--- src/rtl/lin_brk_defs.vh ---
// constants for the LIN break detector: register map, field layout, timing
// assumes inclusion by bare name from every design file that needs them
`ifndef LIN_BRK_DEFS_VH
`define LIN_BRK_DEFS_VH

// clock rates in Hz
`define SYS_CLK_HZ        50000000
`define LP_OSC_HZ         131000
`define SYNC_CLK_HZ       5000000
// tick divisors derived from the rates, whole system clocks per tick
`define LP_DIV            ((`SYS_CLK_HZ) / (`LP_OSC_HZ))
`define SYNC_DIV          ((`SYS_CLK_HZ) / (`SYNC_CLK_HZ))
`define DIV_W             9

// register byte addresses
`define ADDR_SYNC_TIMER   32'hffff_0788
`define ADDR_BRK_TIMER    32'hffff_0790
`define ADDR_STATUS       32'hffff_0794
`define ADDR_IRQ_CLEAR    32'hffff_0798
`define ADDR_IRQ_ENABLE   32'hffff_079c
`define ADDR_CONTROL      32'hffff_07a0

// widths and reset values
`define BRK_W             12
`define SYNC_W            16
`define BRK_CMP_RST       12'h047
`define BRK_CNT_MAX       12'hfff
`define FLAG_W            8
`define FLAG_RST          8'h00

// status / enable / clear field positions
`define FLAG_BREAK        0
`define FLAG_SYNC_DONE    1
`define FLAG_BRK_ERR      4
`define FLAG_MASK         8'h13
// control field position and reset value
`define CTRL_LIN_EN       0
`define CTRL_RST          1'h1

// sync field: timer runs from first falling edge to fifth
`define SYNC_EDGE_W       3
`define SYNC_EDGES        3'h4

`endif

--- src/rtl/lin_pin_sync.v ---
// two-flop synchronizer for the LIN receive pin with edge pulses
// assumes the pin is asynchronous to sys_clk_i and idles high
`timescale 1ns/10ps
module lin_pin_sync (
   // clock and reset
   input  wire sys_clk_i,
   input  wire reset_n_i,
   // raw pin
   input  wire pin_i,
   // synchronized level and edges
   output reg  level_o,
   output wire fall_o,
   output wire rise_o
);
   reg meta;
   reg prev;

   // first flop feeds only the second; edges look at second and third
   always @(posedge sys_clk_i) begin
      if (!reset_n_i) begin
         meta    <= 1'b1;
         level_o <= 1'b1;
         prev    <= 1'b1;
      end else begin
         meta    <= pin_i;
         level_o <= meta;
         prev    <= level_o;
      end
   end

   assign fall_o = prev & ~level_o;
   assign rise_o = ~prev & level_o;
endmodule // lin_pin_sync

--- src/rtl/lin_tick_gen.v ---
// divider making a one-cycle tick every DIV system clocks
// stands in for a slower oscillator so the block keeps one clock domain
`timescale 1ns/10ps
`include "lin_brk_defs.vh"
module lin_tick_gen #(
   parameter [`DIV_W-1:0] DIV = 9'h00a
) (
   // clock and reset
   input  wire sys_clk_i,
   input  wire reset_n_i,
   // tick out
   output reg  tick_o
);
   reg [`DIV_W-1:0] cnt;

   // free-running count, tick on wrap
   always @(posedge sys_clk_i) begin
      if (!reset_n_i) begin
         cnt    <= {`DIV_W{1'b0}};
         tick_o <= 1'b0;
      end else if (cnt == DIV - 9'h001) begin
         cnt    <= {`DIV_W{1'b0}};
         tick_o <= 1'b1;
      end else begin
         cnt    <= cnt + 9'h001;
         tick_o <= 1'b0;
      end
   end
endmodule // lin_tick_gen

--- src/rtl/lin_break_detector.v ---
// LIN slave break-field detector with sync-field timer and interrupt flags
// assumes a plain register port on sys_clk_i and an asynchronous LIN rx pin
//
// The strobed register port was chosen for this implementation.
`timescale 1ns/10ps
`include "lin_brk_defs.vh"
module lin_break_detector (
   // clock and reset
   input  wire                 sys_clk_i,
   input  wire                 reset_n_i,
   // register port
   input  wire [31:0]          addr_i,
   input  wire [31:0]          wr_data_i,
   input  wire                 wr_i,
   input  wire                 rd_i,
   output reg  [31:0]          rd_data_o,
   // LIN receive pin
   input  wire                 lin_rx_i,
   // interrupt and status
   output reg                  irq_o,
   output reg                  lin_low_o
);

   // decode helper used by both read and write paths
   function hit;
      input [31:0] a;
      input [31:0] ref_addr;
      begin
         hit = (a == ref_addr);
      end
   endfunction

   // synchronized pin and the two tick rates
   wire                  lin_level;
   wire                  lin_fall;
   wire                  lin_rise;
   wire                  lp_tick;
   wire                  sync_tick;

   // break timing state, one low pulse at a time
   reg  [`BRK_W-1:0]     brk_cnt;
   reg  [`BRK_W-1:0]     brk_cmp;
   reg                   brk_fired;
   reg                   brk_err_seen;
   reg                   low_run;
   // sync-field timing state
   reg                   sync_armed;
   reg                   sync_run;
   reg  [`SYNC_EDGE_W-1:0] sync_edges;
   reg  [`SYNC_W-1:0]    sync_cnt;
   // software visible registers
   reg  [`FLAG_W-1:0]    status;
   reg  [`FLAG_W-1:0]    irq_en;
   reg                   lin_en;

   // combinational next values
   reg  [`FLAG_W-1:0]    flag_set;
   reg  [`FLAG_W-1:0]    flag_clr;
   reg  [`FLAG_W-1:0]    next_status;
   reg  [`FLAG_W-1:0]    next_irq_en;
   reg  [`BRK_W-1:0]     next_brk_cnt;
   reg  [31:0]           next_rd_data;

   // register map, one 32-bit word each, narrow fields in the low bits
   //   sync timer   read only, count of 5 MHz ticks across the sync byte
   //   break timer  read returns and clears the count, write loads compare
   //   status       read only, sticky event flags
   //   irq clear    write only, a one clears the matching status bit
   //   irq enable   read and write, same layout as status
   //   control      read and write, bit 0 turns LIN mode on
   //   status bits: 0 break seen, 1 sync done, 4 bus stuck low
   //   all other addresses read zero and ignore writes

   // limits a user should know:
   //   both tick rates are divided down from sys_clk_i, so their accuracy
   //   is that of an integer divisor rather than a real oscillator
   //   the stuck-low error needs a full 4096 ticks of bus low
   //   the sync stop is fixed at the fifth falling edge of the sync byte
   //   timer read and compare write share one address, so the compare
   //   cannot be read back
   //   a timer read clears the count but does not end the pulse

   // one decoded strobe per register action
   wire rd_brk  = rd_i & hit(addr_i, `ADDR_BRK_TIMER);
   wire wr_brk  = wr_i & hit(addr_i, `ADDR_BRK_TIMER);
   wire wr_clr  = wr_i & hit(addr_i, `ADDR_IRQ_CLEAR);
   wire wr_en   = wr_i & hit(addr_i, `ADDR_IRQ_ENABLE);
   wire wr_ctrl = wr_i & hit(addr_i, `ADDR_CONTROL);

   // one low-power tick while a low pulse is being timed
   wire brk_step  = lin_en && low_run && lp_tick && !brk_err_seen;
   // fifth falling edge of the sync byte ends the measurement
   wire sync_stop = sync_run && lin_fall && (sync_edges == `SYNC_EDGES);

   // pin crosses into sys_clk_i before any logic looks at it
   lin_pin_sync u_pin (
      .sys_clk_i (sys_clk_i),
      .reset_n_i (reset_n_i),
      .pin_i     (lin_rx_i),
      .level_o   (lin_level),
      .fall_o    (lin_fall),
      .rise_o    (lin_rise)
   );

   // divisors as full integers, cut to the divider width on purpose
   localparam [31:0] LP_DIV_FULL   = `LP_DIV;
   localparam [31:0] SYNC_DIV_FULL = `SYNC_DIV;
   // the edge that starts the sync timer is the first of the five counted
   localparam [`SYNC_EDGE_W-1:0] SYNC_FIRST = {{(`SYNC_EDGE_W-1){1'b0}}, 1'b1};

   // low-power oscillator rate for the break timer
   lin_tick_gen #(
      .DIV (LP_DIV_FULL[`DIV_W-1:0])
   ) u_lp_tick (
      .sys_clk_i (sys_clk_i),
      .reset_n_i (reset_n_i),
      .tick_o    (lp_tick)
   );

   // 5 MHz rate for the sync-field timer, independent of baud rate
   lin_tick_gen #(
      .DIV (SYNC_DIV_FULL[`DIV_W-1:0])
   ) u_sync_tick (
      .sys_clk_i (sys_clk_i),
      .reset_n_i (reset_n_i),
      .tick_o    (sync_tick)
   );

   // break timer next value and hardware flag events
   always @* begin
      next_brk_cnt = brk_cnt;
      flag_set     = `FLAG_RST;
      // clear wins over a tick, so a read never leaves a stale count
      if (lin_fall || rd_brk) begin
         next_brk_cnt = {`BRK_W{1'b0}};
      end else if (brk_step) begin
         next_brk_cnt = brk_cnt + 12'h001;
      end
      // compare on every count; a read clear does not end the pulse
      if (brk_step && !lin_fall) begin
         if (brk_cnt + 12'h001 == brk_cmp && !brk_fired) begin
            flag_set[`FLAG_BREAK] = 1'b1;
         end
         if (brk_cnt == `BRK_CNT_MAX) begin
            flag_set[`FLAG_BRK_ERR] = 1'b1;
         end
      end
      if (sync_stop) begin
         flag_set[`FLAG_SYNC_DONE] = 1'b1;
      end
   end

   // sticky status: a set in the clearing cycle wins
   always @* begin
      flag_clr    = wr_clr ? wr_data_i[`FLAG_W-1:0] : `FLAG_RST;
      next_status = ((status & ~flag_clr) | flag_set) & `FLAG_MASK;
   end

   // enable value after this edge, so a mask write takes hold at once
   always @* begin
      next_irq_en = irq_en;
      if (wr_en) begin
         next_irq_en = wr_data_i[`FLAG_W-1:0] & `FLAG_MASK;
      end
   end

   // break timer, per-pulse state and the low-pulse tracker
   // the write path never touches the count, only the compare
   always @(posedge sys_clk_i) begin
      if (!reset_n_i) begin
         brk_cnt      <= {`BRK_W{1'b0}};
         brk_fired    <= 1'b0;
         brk_err_seen <= 1'b0;
         low_run      <= 1'b0;
      end else begin
         brk_cnt <= next_brk_cnt;
         if (lin_fall) begin
            // a new falling edge restarts detection, even mid-byte
            low_run      <= lin_en;
            brk_fired    <= 1'b0;
            brk_err_seen <= 1'b0;
         end else begin
            if (lin_rise) begin
               low_run <= 1'b0;
            end
            if (flag_set[`FLAG_BREAK]) begin
               brk_fired <= 1'b1;
            end
            if (flag_set[`FLAG_BRK_ERR]) begin
               brk_err_seen <= 1'b1;    // count wraps to zero and stops, bus stuck low
            end
         end
      end
   end

   // compare register only moves on a write or reset
   always @(posedge sys_clk_i) begin
      if (!reset_n_i) begin
         brk_cmp <= `BRK_CMP_RST;
      end else if (wr_brk) begin
         brk_cmp <= wr_data_i[`BRK_W-1:0];
      end
   end

   // sync-field timing, armed only by a valid break ending high
   // a pulse that ended in the stuck-low error never arms it
   always @(posedge sys_clk_i) begin
      if (!reset_n_i) begin
         sync_armed <= 1'b0;
         sync_run   <= 1'b0;
         sync_edges <= {`SYNC_EDGE_W{1'b0}};
         sync_cnt   <= {`SYNC_W{1'b0}};
      end else begin
         if (lin_rise && brk_fired && !brk_err_seen) begin
            sync_armed <= 1'b1;
            sync_run   <= 1'b0;
            sync_edges <= {`SYNC_EDGE_W{1'b0}};
         end else if (lin_fall && sync_armed) begin
            // first edge of the sync byte starts the timer and is counted
            sync_armed <= 1'b0;
            sync_run   <= 1'b1;
            sync_edges <= SYNC_FIRST;
            sync_cnt   <= {`SYNC_W{1'b0}};
         end else if (sync_run) begin
            if (lin_fall) begin
               if (sync_edges == `SYNC_EDGES) begin
                  sync_run <= 1'b0;     // count holds for software
               end else begin
                  sync_edges <= sync_edges + 3'h1;
               end
            end
            if (sync_tick && !sync_stop) begin
               sync_cnt <= sync_cnt + 16'h0001;
            end
         end
      end
   end

   // readback mux, answer in the cycle after the strobe
   // full address compare, so near misses read zero rather than alias
   always @* begin
      next_rd_data = 32'h0000_0000;
      if (hit(addr_i, `ADDR_BRK_TIMER)) begin
         next_rd_data[`BRK_W-1:0] = brk_cnt;
      end else if (hit(addr_i, `ADDR_SYNC_TIMER)) begin
         next_rd_data[`SYNC_W-1:0] = sync_cnt;
      end else if (hit(addr_i, `ADDR_STATUS)) begin
         next_rd_data[`FLAG_W-1:0] = status;
      end else if (hit(addr_i, `ADDR_IRQ_ENABLE)) begin
         next_rd_data[`FLAG_W-1:0] = irq_en;
      end else if (hit(addr_i, `ADDR_CONTROL)) begin
         next_rd_data[`CTRL_LIN_EN] = lin_en;
      end
   end

   // software registers and sticky flags
   always @(posedge sys_clk_i) begin
      if (!reset_n_i) begin
         status <= `FLAG_RST;
         irq_en <= `FLAG_RST;
         lin_en <= `CTRL_RST;
      end else begin
         status <= next_status;
         irq_en <= next_irq_en;
         if (wr_ctrl) begin
            lin_en <= wr_data_i[`CTRL_LIN_EN];
         end
      end
   end

   // top-level outputs, each straight from its own flop
   always @(posedge sys_clk_i) begin
      if (!reset_n_i) begin
         rd_data_o <= 32'h0000_0000;
         irq_o     <= 1'b0;
         lin_low_o <= 1'b0;
      end else begin
         // unmapped or write-only addresses read as zero
         rd_data_o <= rd_i ? next_rd_data : 32'h0000_0000;
         // next status and next enable, so irq_o tracks both with no lag
         irq_o     <= |(next_status & next_irq_en);
         // diagnostic copy of the bus level, high while the bus is low
         lin_low_o <= ~lin_level;
      end
   end

endmodule // lin_break_detector

--- config.mk ---
export PLATFORM = sky130hd
export DESIGN_NAME = lin_break_detector
export DESIGN_NICKNAME = d
export VERILOG_FILES = /design/src/rtl/lin_pin_sync.v /design/src/rtl/lin_tick_gen.v /design/src/rtl/lin_break_detector.v
export VERILOG_INCLUDE_DIRS = /design/src /design/src/rtl
export SDC_FILE = /design/constraint.sdc
export NUM_CORES = 1
export LEC_CHECK = 0
export BUFFER_PORTS_ARGS = -buffer_cell sky130_fd_sc_hd__clkbuf_2
export CAP_MARGIN = 20
export CORE_ASPECT_RATIO = 1.4
export CORE_MARGIN = 8
export CORE_UTILIZATION = 49
export DETAILED_ROUTE_END_ITERATION = 8
export HOLD_SLACK_MARGIN = 0.08
export PLACE_DENSITY_LB_ADDON = 0.2
export SLEW_MARGIN = 20
export SYNTH_ARGS = -nofsm -noshare
export SYNTH_HDL_FRONTEND = slang
export SYNTH_SLANG_ARGS = --single-unit
export TNS_END_PERCENT = 20
--- constraint.sdc ---
create_clock -name sys_clk_i -period 6.99 [get_ports sys_clk_i]
set_clock_uncertainty 0.05 [all_clocks]
set_input_delay 0.699 -clock sys_clk_i [delete_from_list [all_inputs] [get_ports sys_clk_i]]
set_output_delay 0.699 -clock sys_clk_i [all_outputs]
set_load 0.02 [all_outputs]
After elaboration in Yosys (flattened, before gate mapping)
Index checks and enable logic that the tools add are counted.
- bits in registers: 117
- logic and storage cells: 124
- add/sub/neg operators: 5
- equal/unequal tests: 12
- multiplexer cells: 31
- bitwise logic cells: 18
- reductions and logical operators: 33
- operator list (operator ; number):
    == test 32 bit (second input constant) ; 6
    2-to-1 mux 16 bit ; 3
    2-to-1 mux 8 bit ; 3
    2-to-1 mux 1 bit ; 21
    adder 9 x 1 -> 9 bit (second input constant) ; 2
    adder 16 x 1 -> 16 bit (second input constant) ; 1
    adder 12 x 1 -> 12 bit (second input constant) ; 1
    == test 12 bit ; 1
    == test 12 bit (second input constant) ; 1
    2-to-1 mux 12 bit ; 1
    logical AND 1 bit ; 11
    nonzero test 2 bit ; 5
    OR reduction 2 bit ; 5
    == test 9 x 4 -> 1 bit (second input constant) ; 1
    == test 9 bit (second input constant) ; 1
    AND reduction 3 bit ; 3
    AND 5 x 8 -> 8 bit ; 1
    OR reduction 8 bit ; 1
    AND 1 bit ; 7
    2-to-1 mux 7 bit ; 1
    NOT 1 bit ; 7
    AND 5 bit ; 1
    2-to-1 mux 5 bit ; 1
    NOT 5 bit ; 1
    other kinds (10) ; 13

Logic depth before layout (Yosys ltp)
Gate-level depths: netlist of run 1.
- depth after elaboration: 9
- gate-level depth with buffers: 9
- mapped depth without buffers: 8

By module
Synthesis of run 1 repeated with hierarchy kept, for this count alone.
- cells, all modules: 521
- area total of the unflattened synthesis: 4713.3 um2
- modules (own cells, without submodules) (module ; instances ; cells each ; area each (um2) ; sequential area each (um2)):
    lin_break_detector ; 1 ; 417 ; 3734.8 ; 1461.4
    lin_tick_gen (u_lp_tick) ; 1 ; 51 ; 460.4 ; 200.2
    lin_tick_gen (u_sync_tick) ; 1 ; 45 ; 426.7 ; 200.2
    lin_pin_sync ; 1 ; 8 ; 91.3 ; 60.1

Worst setup path after synthesis of run 1
Ideal clock, no wire load.
- kind: input to register
- start point: input port addr_i[11]
- end point: register irq_o
- setup time: 132 ps
- arrival time: 2549 ps
- slack: 4259 ps
- stages on the path: 8
- cells stage by stage: nand4b_1 > or4_4 > buf_6 > or4_4 > buf_6 > mux2i_2 > a22oi_1 > o211ai_1
- word-level cells in the longest chain between the ends: 8
- elaborated cells on any way between the ends: 11
- ends and longest elaborated chain (element ; line ; RTL):
    start: declaration ; lin_break_detector.v:12 ; input wire [31:0] addr_i,
    == test 32 bit ; lin_break_detector.v:29 ; hit = (a == ref_addr);
    AND 1 bit ; lin_break_detector.v:86 ; wire wr_clr = wr_i & hit(addr_i, `ADDR_IRQ_CLEAR);
    2-to-1 mux 5 bit (no line) ; -- ;
    NOT 5 bit ; lin_break_detector.v:156 ; next_status = ((status & ~flag_clr) | flag_set) & `FLAG_MASK;
    AND 5 bit ; lin_break_detector.v:156 ;
    OR 5 bit ; lin_break_detector.v:156 ;
    AND 5 x 8 -> 8 bit (*) ; lin_break_detector.v:281 ; irq_o <= |(next_status & next_irq_en);
    OR reduction 8 bit (*) ; lin_break_detector.v:281 ;
    end signal: assignment ; lin_break_detector.v:281 ;
    end: declaration ; lin_break_detector.v:20 ; output reg irq_o,
Mark *: on every way between the ends. The rest lies on a longest branch, timed or not.
A chain may end at the register's enable or synchronous reset.

Worst setup path in the final report of run 1
- start point: input port addr_i[11]
- end point: register brk_cmp[6]
- word-level cells in the longest chain between the ends: 2
- ends and longest elaborated chain (element ; line ; RTL):
    == test 32 bit ; lin_break_detector.v:29 ;
    AND 1 bit ; lin_break_detector.v:85 ; wire wr_brk = wr_i & hit(addr_i, `ADDR_BRK_TIMER);
    end signal: assignment ; lin_break_detector.v:199 ; brk_cmp <= `BRK_CMP_RST;
    end signal: assignment ; lin_break_detector.v:201 ; brk_cmp <= wr_data_i[`BRK_W-1:0];
    end: declaration ; lin_break_detector.v:42 ; reg [`BRK_W-1:0] brk_cmp;
Every way passes these cells.

==> results.ini, run 1 <==
[status]
status=finished clean

[pwr]
vdd_drop_max_mv=0.1863
switching_share=0.2322
clkPwrFrac=0.457
intPower_mw=0.8512
power_frac_comb=0.042
power.density_mw_per_mm2=216.5
p_sw_mw=0.2574
pwr-share-seq=0.500
power.leakage_nw=2.137
power_mw=1.109

[placed_design]
numPortBuffers=66
placed_area_mm2=0.004810
gp_congestion=0.8182
dp_hpwl_um=7692

[critical_path]
crit_fanout=12
crit_type=in2reg
setup.worst_path.end_class=flop
crit_required_ns=7.14
start_kind=input port
cp.arrival_ns=3.11

[route]
initialDrtViolationCount=158
drc=0
vias=3696
vias_per_cell=5.443
routed_wl_um=10210
final_antenna_net_count=0
drtPass1Iterations=4
post_drt_wl_per_cell_um=15.04

[layout]
final_nets=646
final_cell_mix=dfxtp_1 (96), nor2_1 (69), clkbuf_2 (66), nand2_1 (44)
antennaDiodeCount=0
design_area_mm2=0.005121
area_growth_pct=13.60
fin_util=0.5705
final_common_cell=dfxtp_1
drive_gt1_frac=0.1573

[sta]
setup-tns-final_ns=0
final_max_slew_viol_count=0
hold_viol=0
period_needed_ns=2.956
fmax_ghz=0.3383
finalSetupViolCount=0
rsz0062_at_grt=false
worstMarginPinSlew_ns=0.9274
period_share=0.4229
slew_headroom=0.3776

[clocking]
cts_buffer_depth=2
h-tree-depth=3
clock_latency_ns=0.35
cts_hold_buf=0
cts_root_buf=clkbuf_16
post_cts_resized=0
post-cts-setup-buffers=0
clkTransAtPathRegs_ns=0.07
cts_tree=done
cts_inserted_buffers=9
cts.sinks=96

[hold_path]
hold_class=reg2reg

[floorplan]
row_count=41
die_x_um=97.07
dieArea_mm2=0.01257
initial_core_util=0.5022
core_area_mm2=0.008977
chipHeight_um=129.5
io_pins=103

[synth]
async_flop_share=0
synth_cells=512
synth_edf_count=0
yosysSeqAreaShare=0.4263
yosysWarnings=0
syn_area_mm2=0.004508
avgSynthCellArea_um2=8.805
synth-seq-cells=96
synthFlopType=dfxtp_1
synthDistinctLibCells=56

[global_route]
grt_usage=0.1645
grt_pass1_vias=3719
grt_pass1_wl_um=17030
antenna_found_initial=0
grt-ovfl-total=0
grt_max_degree=25

[job]
drv_cap=0

[stage by stage]
step                worst slack [ns]  hold slack (ns)  std cells
floorplan                      4.259           0.3363        527
global placement               3.692           0.3427        663
detailed placement             3.618           0.3461        663
CTS                            3.979           0.3616        679
global route                   3.868           0.3699        679
finish                         4.034           0.3628        679
[cells in the mapped netlist, types with 2 or more instances]
library cell | count | area share
xor2_1 | 31 | 0.060
and3_1 | 12 | 0.017
or3_1 | 2 | 0.0028
nand3_1 | 31 | 0.034
buf_4 | 16 | 0.027
a21oi_1 | 18 | 0.020
nand2_1 | 44 | 0.037
a211oi_1 | 2 | 0.0033
a32oi_1 | 2 | 0.0039
and4_1 | 3 | 0.0058
a311oi_1 | 2 | 0.0039
nor2b_1 | 5 | 0.0069
or4_4 | 2 | 0.0050
nand4_1 | 14 | 0.019
and2_1 | 6 | 0.0083
nor3_1 | 10 | 0.011
a22o_1 | 7 | 0.014
nor4_1 | 4 | 0.0056
nand2b_1 | 8 | 0.011
a22oi_1 | 5 | 0.0083
nand4b_1 | 6 | 0.012
o31ai_1 | 2 | 0.0033
clkbuf_1 | 14 | 0.012
dfxtp_1 | 96 | 0.43
buf_6 | 2 | 0.0050
nor2_1 | 69 | 0.057
ha_1 | 10 | 0.028
nand3b_1 | 3 | 0.0050
buf_2 | 4 | 0.0044
mux2i_1 | 17 | 0.038
xnor2_1 | 21 | 0.041
o21ai_1 | 5 | 0.0056
o21ai_0 | 5 | 0.0056
mux2i_2 | 2 | 0.0061
inv_1 | 11 | 0.0092
[power groups by stage]
stage                     Sequential (mW)  Clock, mW  Combinational (mW)
after floorplan                     0.567          0              0.0332
final                               0.555      0.507              0.0468
after detailed placement            0.567          0              0.0463
after CTS                           0.555      0.511              0.0466
after global placement              0.567          0              0.0455
after global routing                0.555      0.536              0.0519
[final timing paths]
| check | startpoint | cells past startpoint | end | slack, ns |
|---|---|---|---|---|
| hold reg to reg | u_pin.meta | 1 | u_pin.level_o | 0.36 |
| setup reg to reg | brk_cnt[0] | 7 | irq_o | 4.53 |
| setup / recovery | addr_i[11] | 7 | brk_cmp[6] | 4.03 |
| hold / removal | u_pin.meta | 1 | u_pin.level_o | 0.36 |
[logic make-up after synthesis]
logic type,count (synthesis),synth area share
simple gates,229,0.2587
flops,96,0.4263
compound gates,54,0.07799
xor+xnor,52,0.1010
buf+inv,49,0.05856
mux,21,0.04885
fa+ha+maj,10,0.02775
other cells,1,0.0008318
[worst max-delay path, stage by stage]
cell and delay (ns):
clkbuf_2 0.07, nand4b_1 0.16, or4_4 0.58, nor4b_2 0.49, nand3b_1 0.67, mux2i_1 0.34
nand2_1 0.08
[sequential cells by signal (all words and copies together) (netlist names), 3 cells and up]
signal,cells
brk_cmp,12
brk_cnt,12
irq_en,3
rd_data_o,16
status,3
sync_cnt,16
sync_edges,3
u_lp_tick.cnt,9
u_sync_tick.cnt,9
[metal layers]
metal  global-route usage  routed length (um)  part of all wire  vias to the layer above
met5                    0                   0                 0                        -
met4              0.08901                 270             0.026                        0
met3              0.04313                 454             0.044                       25
met2               0.3007                5310              0.52                       67
met1               0.1681                4177              0.41                     1756
li1                     -                   -                 -                     1848
[layout make-up]
class,instances,area (um2)
well taps,107,133.9
clock buffers,10,229.0
fillers,830,3856
multi-input cells,382,2385
inverters,12,45.04
flip-flops and latches,96,1922
repair buffers,66,330.3
clock inverters,6,76.32
(Power assumes the default switching activity.)
==> inputs of run 2 (changes only) <==
clock period = 2.47 ns   (was 6.99 ns; I/O delays follow)
==> run 2 against run 1 <==
Net effect:
- first-iteration DRC count shrank 15%
- cell area grew 2.9%
- final cell count grew 3.2%
- wire length grew 1.3%
- total power grew to 2.7 times the previous value
- core utilization grew 1.7 points
==> results.ini, run 2 (synthesized netlist as in run 1, its figures left out) <==
[critical_path]
cp.arrival_ns=2.35  ; was 3.11 ns
start_kind=flop  ; was input port
r2r_cells=6  ; was 7
regToRegEndpoint=irq_o  ; unchanged
crit_required_ns=2.67  ; was 7.14 ns
rrSetupSlack_ns=0.32  ; was 4.53 ns
crit_type=reg2reg  ; was in2reg
reg2reg_from=brk_cnt[5]  ; was brk_cnt[0]
setup.worst_path.end_class=flop  ; unchanged
crit_fanout=9  ; was 12

[layout]
antennaDiodeCount=0  ; unchanged
final_nets=669  ; was 646
reg_top3=rd_data_o (16), sync_cnt (16)  ; unchanged
final_cell_mix=dfxtp_1 (96), nor2_1 (69), clkbuf_2 (66), nand2_1 (44)  ; unchanged
area_growth_pct=16.93  ; was 13.60%
num-fill-cells=836  ; was 830
drive_gt1_frac=0.1835  ; was 0.1573
final_common_cell=dfxtp_1  ; unchanged

[clocking]
cts_buffer_depth=2  ; unchanged
cts.sinks=96  ; unchanged
cts_root_buf=clkbuf_16  ; unchanged
post_cts_resized=0  ; unchanged
h-tree-depth=3  ; unchanged
cts_tree=done  ; unchanged
clock_latency_ns=0.35  ; about the same
cts_inserted_buffers=9  ; unchanged
clkTransAtPathRegs_ns=0.06  ; was 0.07 ns
post-cts-setup-buffers=0  ; unchanged

[hold_path]
hold_class=in2reg  ; was reg2reg
hold_end=brk_cmp[11]  ; was u_pin.level_o
min-delay-start=wr_data_i[11]  ; was u_pin.meta
min_path_cells=3  ; was 1

[floorplan]
dieArea_mm2=0.01257  ; unchanged
row_count=41  ; unchanged
core_area_mm2=0.008977  ; unchanged
chipHeight_um=129.5  ; unchanged
io_pins=103  ; unchanged
initial_core_util=0.5022  ; unchanged
die_x_um=97.07  ; unchanged

[global_route]
grt_pass1_wl_um=17390  ; was 17,030 um
grt_usage=0.1687  ; was 0.1645
grt-ovfl-total=0  ; unchanged
antenna_found_initial=0  ; unchanged
grt_max_degree=19  ; was 25
grt_pass1_vias=3769  ; was 3,719

[placed_design]
gp_congestion=0.8355  ; was 0.8182
numPortBuffers=66  ; unchanged
pre_cts_slack_ns=0.09533  ; was 3.618 ns
dp_hpwl_um=7869  ; was 7692 um

[route]
routed_wl_um=10340  ; was 10,210 um
vias_per_cell=5.267  ; was 5.443
drc=0  ; unchanged
drtPass1Iterations=4  ; unchanged
final_antenna_net_count=0  ; unchanged
vias=3692  ; was 3,696
initialDrtViolationCount=135  ; was 158
post_drt_wl_per_cell_um=14.75  ; was 15.04 um

[sta]
slew_headroom=0.6723  ; was 0.3776
period_share=0.8709
hold_viol=0  ; unchanged
period_needed_ns=2.151
rsz0062_at_grt=false  ; unchanged
setup-tns-final_ns=0  ; unchanged
worstMarginPinSlew_ns=0.4847  ; was 0.9274 ns
final_max_slew_viol_count=0  ; unchanged
fmax_ghz=0.4649
finalSetupViolCount=0  ; unchanged
fin_ws_ns=0.3189  ; was 4.034 ns

[pwr]
vdd_drop_max_mv=0.5067  ; was 0.1863 mV
power.density_mw_per_mm2=573.0  ; was 216.5 mW/mm2
power.leakage_nw=2.239  ; was 2.137 nW

[job]
drv_cap=0  ; unchanged

[status]
status=finished clean  ; unchanged

-- run 2: cell count changes in the layout (fill, tap and decap cells not counted) --
cell,before,now
clkbuf_1,1,0
buf_4,0,20
bufinv_16,1,0
clkinv_4,2,3
nor4_1,3,4
dlygate4sd3_1,0,3
clkbuf_8,0,1
inv_8,1,0
inv_6,2,1
clkinvlp_4,0,1
nor4_2,2,1
-- run 2: cell type report --
type	count	area [um2]	area share
Tap cell	107	133.9	0.02540
Sequential cell	96	1922	0.3646
Clock buffer	10	239.0	0.04534
Timing Repair Buffer	89	510.5	0.09684
Multi-Input combinational cell	382	2379	0.4512
Inverter	12	45.04	0.008545
Clock inverter	5	42.54	0.008070
-- run 2: worst max-delay path by stage --
stage | start | end | slack, ns | cells past startpoint
after CTS | brk_cnt[5] | irq_o | 0.33 | 6
after detailed placement | addr_i[11] | irq_o | 0.1 | 7
after global placement | addr_i[11] | irq_o | 0.09 | 7
after floorplan | addr_i[11] | irq_o | 0.19 | 8
final | brk_cnt[5] | irq_o | 0.32 | 6
after global routing | u_pin.level_o | sync_cnt[7] | 0.20 | 9
-- run 2: worst max-delay path, cell delays in order (launching register included) --
cell       delay [ns]
dfxtp_1          0.51
and4_1           0.33
nand2_1          0.15
or3_1            0.37
a21oi_1          0.17
o2111ai_1        0.22
o211ai_1         0.26
-- run 2: metal layers --
| layer | vias up | global-route usage | routed length [um] |
|---|---|---|---|
| met2 | 75 | 0.3123 | 5441 |
| met5 | - | 0 | 0 |
| met1 | 1706 | 0.1719 | 4173 |
| met3 | 18 | 0.04366 | 477 |
| li1 | 1893 | - | - |
| met4 | 0 | 0.08447 | 250 |
-- run 2: power breakdown --
| group | switching (mW) | leakage, nW | internal (mW) | total, mW |
|---|---|---|---|---|
| combinational | 0.0871 | 1.33 | 0.0550 | 0.142 |
| sequential | 0.0122 | 0.775 | 1.56 | 1.57 |
| clock | 0.595 | 0.135 | 0.713 | 1.31 |
-- run 2: stage by stage --
stage	hold WS, ns	util	cells	power (mW)	area, um2
after floorplan	0.2985	-	527	1.697	4564
after global placement	0.3435	0.5525	683	1.740	4960
after detailed placement	0.3532	0.5525	683	1.743	4960
after CTS	0.08289	0.5872	701	3.055	5271
after global routing	0.09176	0.5872	701	3.132	5271
final	0.09018	0.5872	701	3.020	5271
-- run 2: timing repair --
action                                 in CTS  in global routing
setup endpoints to repair                   0                  0
hold buffers                                3                  0
endpoints found under the hold margin       3                  0
==> inputs of run 3 (changes only) <==
BUFFER_PORTS_ARGS = -buffer_cell sky130_fd_sc_hd__buf_2   (was -buffer_cell sky130_fd_sc_hd__clkbuf_2)
CELL_PAD_IN_SITES_DETAIL_PLACEMENT = 1   (was default)
CELL_PAD_IN_SITES_GLOBAL_PLACEMENT = 1   (was default)
CORE_UTILIZATION = 36   (was 49)
==> run 3 against run 2 <==
Net effect:
- critical path depth grew 1
- core utilization down 15 points
- wire length is 15% higher
- clock power rose by 7%
- sequential share of layout area fell by 0.60 points
- cell area up 1.7%
- maximum frequency decreased by 4.5%
- first-iteration DRC count shrank 41%
- combinational power about the same
- final cell count up 6.4%
- die area increased by 31%
- largest power group unchanged
- highest routed layer unchanged
==> results.ini, run 3 (synthesized netlist as in run 1, its figures left out) <==
[placed_design]
pre_cts_slack_ns=0.07230  ; was 0.09533 ns
dp_hpwl_um=9474  ; was 7869 um
numPortBuffers=66  ; unchanged
placed_area_mm2=0.005034  ; was 0.004960 mm2
gp_congestion=0.7845  ; was 0.8355

[floorplan]
die_x_um=110.6  ; was 97.07 um
core_area_mm2=0.01225  ; was 0.008977 mm2
initial_core_util=0.3680  ; was 0.5022
dieArea_mm2=0.01641  ; was 0.01257 mm2
row_count=48  ; was 41
chipHeight_um=148.4  ; was 129.5 um
io_pins=103  ; unchanged

[clocking]
clkTransAtPathRegs_ns=0.07  ; was 0.06 ns
cts_inserted_buffers=9  ; unchanged
cts.sinks=96  ; unchanged
cts_tree=done  ; unchanged
h-tree-depth=3  ; unchanged
cts_root_buf=clkbuf_16  ; unchanged
clock_latency_ns=0.34  ; was 0.35 ns
cts_buffer_depth=2  ; unchanged

[layout]
final_cell_mix=dfxtp_1 (96), nor2_1 (69), buf_2 (66), nand2_1 (44)  ; was dfxtp_1 (96), nor2_1 (69), clkbuf_2 (66), nand2_1 (44)
antennaDiodeCount=0  ; unchanged
final_common_cell=dfxtp_1  ; unchanged
design_area_mm2=0.005360  ; was 0.005271 mm2
final_nets=670  ; was 669
num-fill-cells=1496  ; was 836
reg_top3=rd_data_o (16), sync_cnt (16)  ; unchanged
drive_gt1_frac=0.1846  ; was 0.1835
fin_util=0.4375  ; was 0.5872
area_growth_pct=18.90  ; was 16.93%

[global_route]
grt_pass1_wl_um=20010  ; was 17,390 um
grt_usage=0.1463  ; was 0.1687
antenna_found_initial=0  ; unchanged
grt_max_degree=20  ; was 19
grt-ovfl-total=0  ; unchanged
grt_pass1_vias=4139  ; was 3,769

[sta]
worstMarginPinSlew_ns=0.6514  ; was 0.4847 ns
rsz0062_at_grt=false  ; unchanged
hold_viol=0  ; unchanged
setup-tns-final_ns=0  ; unchanged
fin_ws_ns=0.2163  ; was 0.3189 ns
final_max_slew_viol_count=0  ; unchanged
finalSetupViolCount=0  ; unchanged
period_needed_ns=2.254  ; was 2.151 ns
slew_headroom=0.5620  ; was 0.6723
period_share=0.9124  ; was 0.8709
fmax_ghz=0.4437  ; was 0.4649 GHz

[pwr]
power.density_mw_per_mm2=581.5  ; was 573.0 mW/mm2
power.leakage_nw=2.258  ; was 2.239 nW
power_mw=3.117  ; was 3.020 mW
vdd_drop_max_mv=0.3236  ; was 0.5067 mV

[route]
final_antenna_net_count=0  ; unchanged
vias=3806  ; was 3,692
drtPass1Iterations=4  ; unchanged
drc=0  ; unchanged
vias_per_cell=5.102  ; was 5.267
routed_wl_um=11870  ; was 10,340 um
initialDrtViolationCount=79  ; was 135
post_drt_wl_per_cell_um=15.91  ; was 14.75 um

[hold_path]
min-delay-start=wr_data_i[7]  ; was wr_data_i[11]
hold_end=brk_cmp[7]  ; was brk_cmp[11]
hold_class=in2reg  ; unchanged
min_path_cells=3  ; unchanged

[critical_path]
setup.worst_path.end_class=flop  ; unchanged
crit_fanout=6  ; was 9
start_kind=flop  ; unchanged
reg2reg_from=brk_cnt[1]  ; was brk_cnt[5]
regToRegEndpoint=irq_o  ; unchanged
rrSetupSlack_ns=0.22  ; was 0.32 ns
r2r_cells=7  ; was 6
cp.arrival_ns=2.46  ; was 2.35 ns
crit_type=reg2reg  ; unchanged
crit_required_ns=2.68  ; was 2.67 ns

[job]
drv_cap=0  ; unchanged

[status]
status=finished clean  ; unchanged

## run 3: cell count changes in the layout (fill, tap and decap cells not counted), sizes merged
| cell | before | now |
|---|---|---|
| inv | 13 | 14 |
| bufinv | 0 | 1 |
| clkinvlp | 1 | 2 |
| clkinv | 3 | 1 |
| clkbuf | 76 | 10 |
| buf | 20 | 87 |
## run 3: area by class of cell
class                           count  area, um2  area share
Timing Repair Buffer               90      530.5     0.09897
Multi-Input combinational cell    382       2379      0.4437
Inverter                           12      45.04    0.008403
Tap cell                          150      187.7     0.03501
Clock buffer                       10      229.0     0.04272
Sequential cell                    96       1922      0.3585
Clock inverter                      6      67.56     0.01261
## run 3: worst max-delay path, stage by stage, from the launching register on
cell	delay [ns]
dfxtp_1	0.47
ha_1	0.32
nand4_1	0.25
nor3_1	0.25
a211oi_1	0.10
a211oi_1	0.23
o2111ai_1	0.26
o211ai_1	0.25
## run 3: repair_timing
action,in CTS,in global routing
hold buffers,3,0
endpoints found under the setup margin,0,0
setup buffers,0,0
endpoints found under the hold margin,3,0
resized for setup,0,0
## run 3: metrics by stage
step           instances  hold slack [ns]
2_1_floorplan        527           0.2985
3_3_place_gp         727           0.3401
3_5_place_dp         727           0.3583
4_1_cts              746          0.08680
5_1_grt              746          0.09986
6_report             746          0.09128
## run 3: how the worst max path moves through the flow
stage	start	to	slack [ns]	depth (start not counted)
detailed placement	addr_i[11]	rd_data_o[3]	0.07	8
CTS	brk_cnt[1]	irq_o	0.24	7
finish	brk_cnt[1]	irq_o	0.22	7
global route	brk_cnt[1]	irq_o	0.02	7
global placement	addr_i[11]	rd_data_o[3]	0.12	8
floorplan	addr_i[11]	irq_o	0.19	8
## run 3: power breakdown
group | internal (mW) | switching (mW) | leakage (nW)
logic | 0.0543 | 0.0891 | 1.34
registers | 1.56 | 0.0124 | 0.775
clock network | 0.791 | 0.612 | 0.139
total | 2.40 | 0.714 | 2.26
## run 3: metal layers
metal,track usage,wire length [um],vias up
li1,-,-,1886
met3,0.03265,334,15
met1,0.1542,4912,1857
met2,0.2756,6378,48
met5,0,0,-
met4,0.05356,242,0
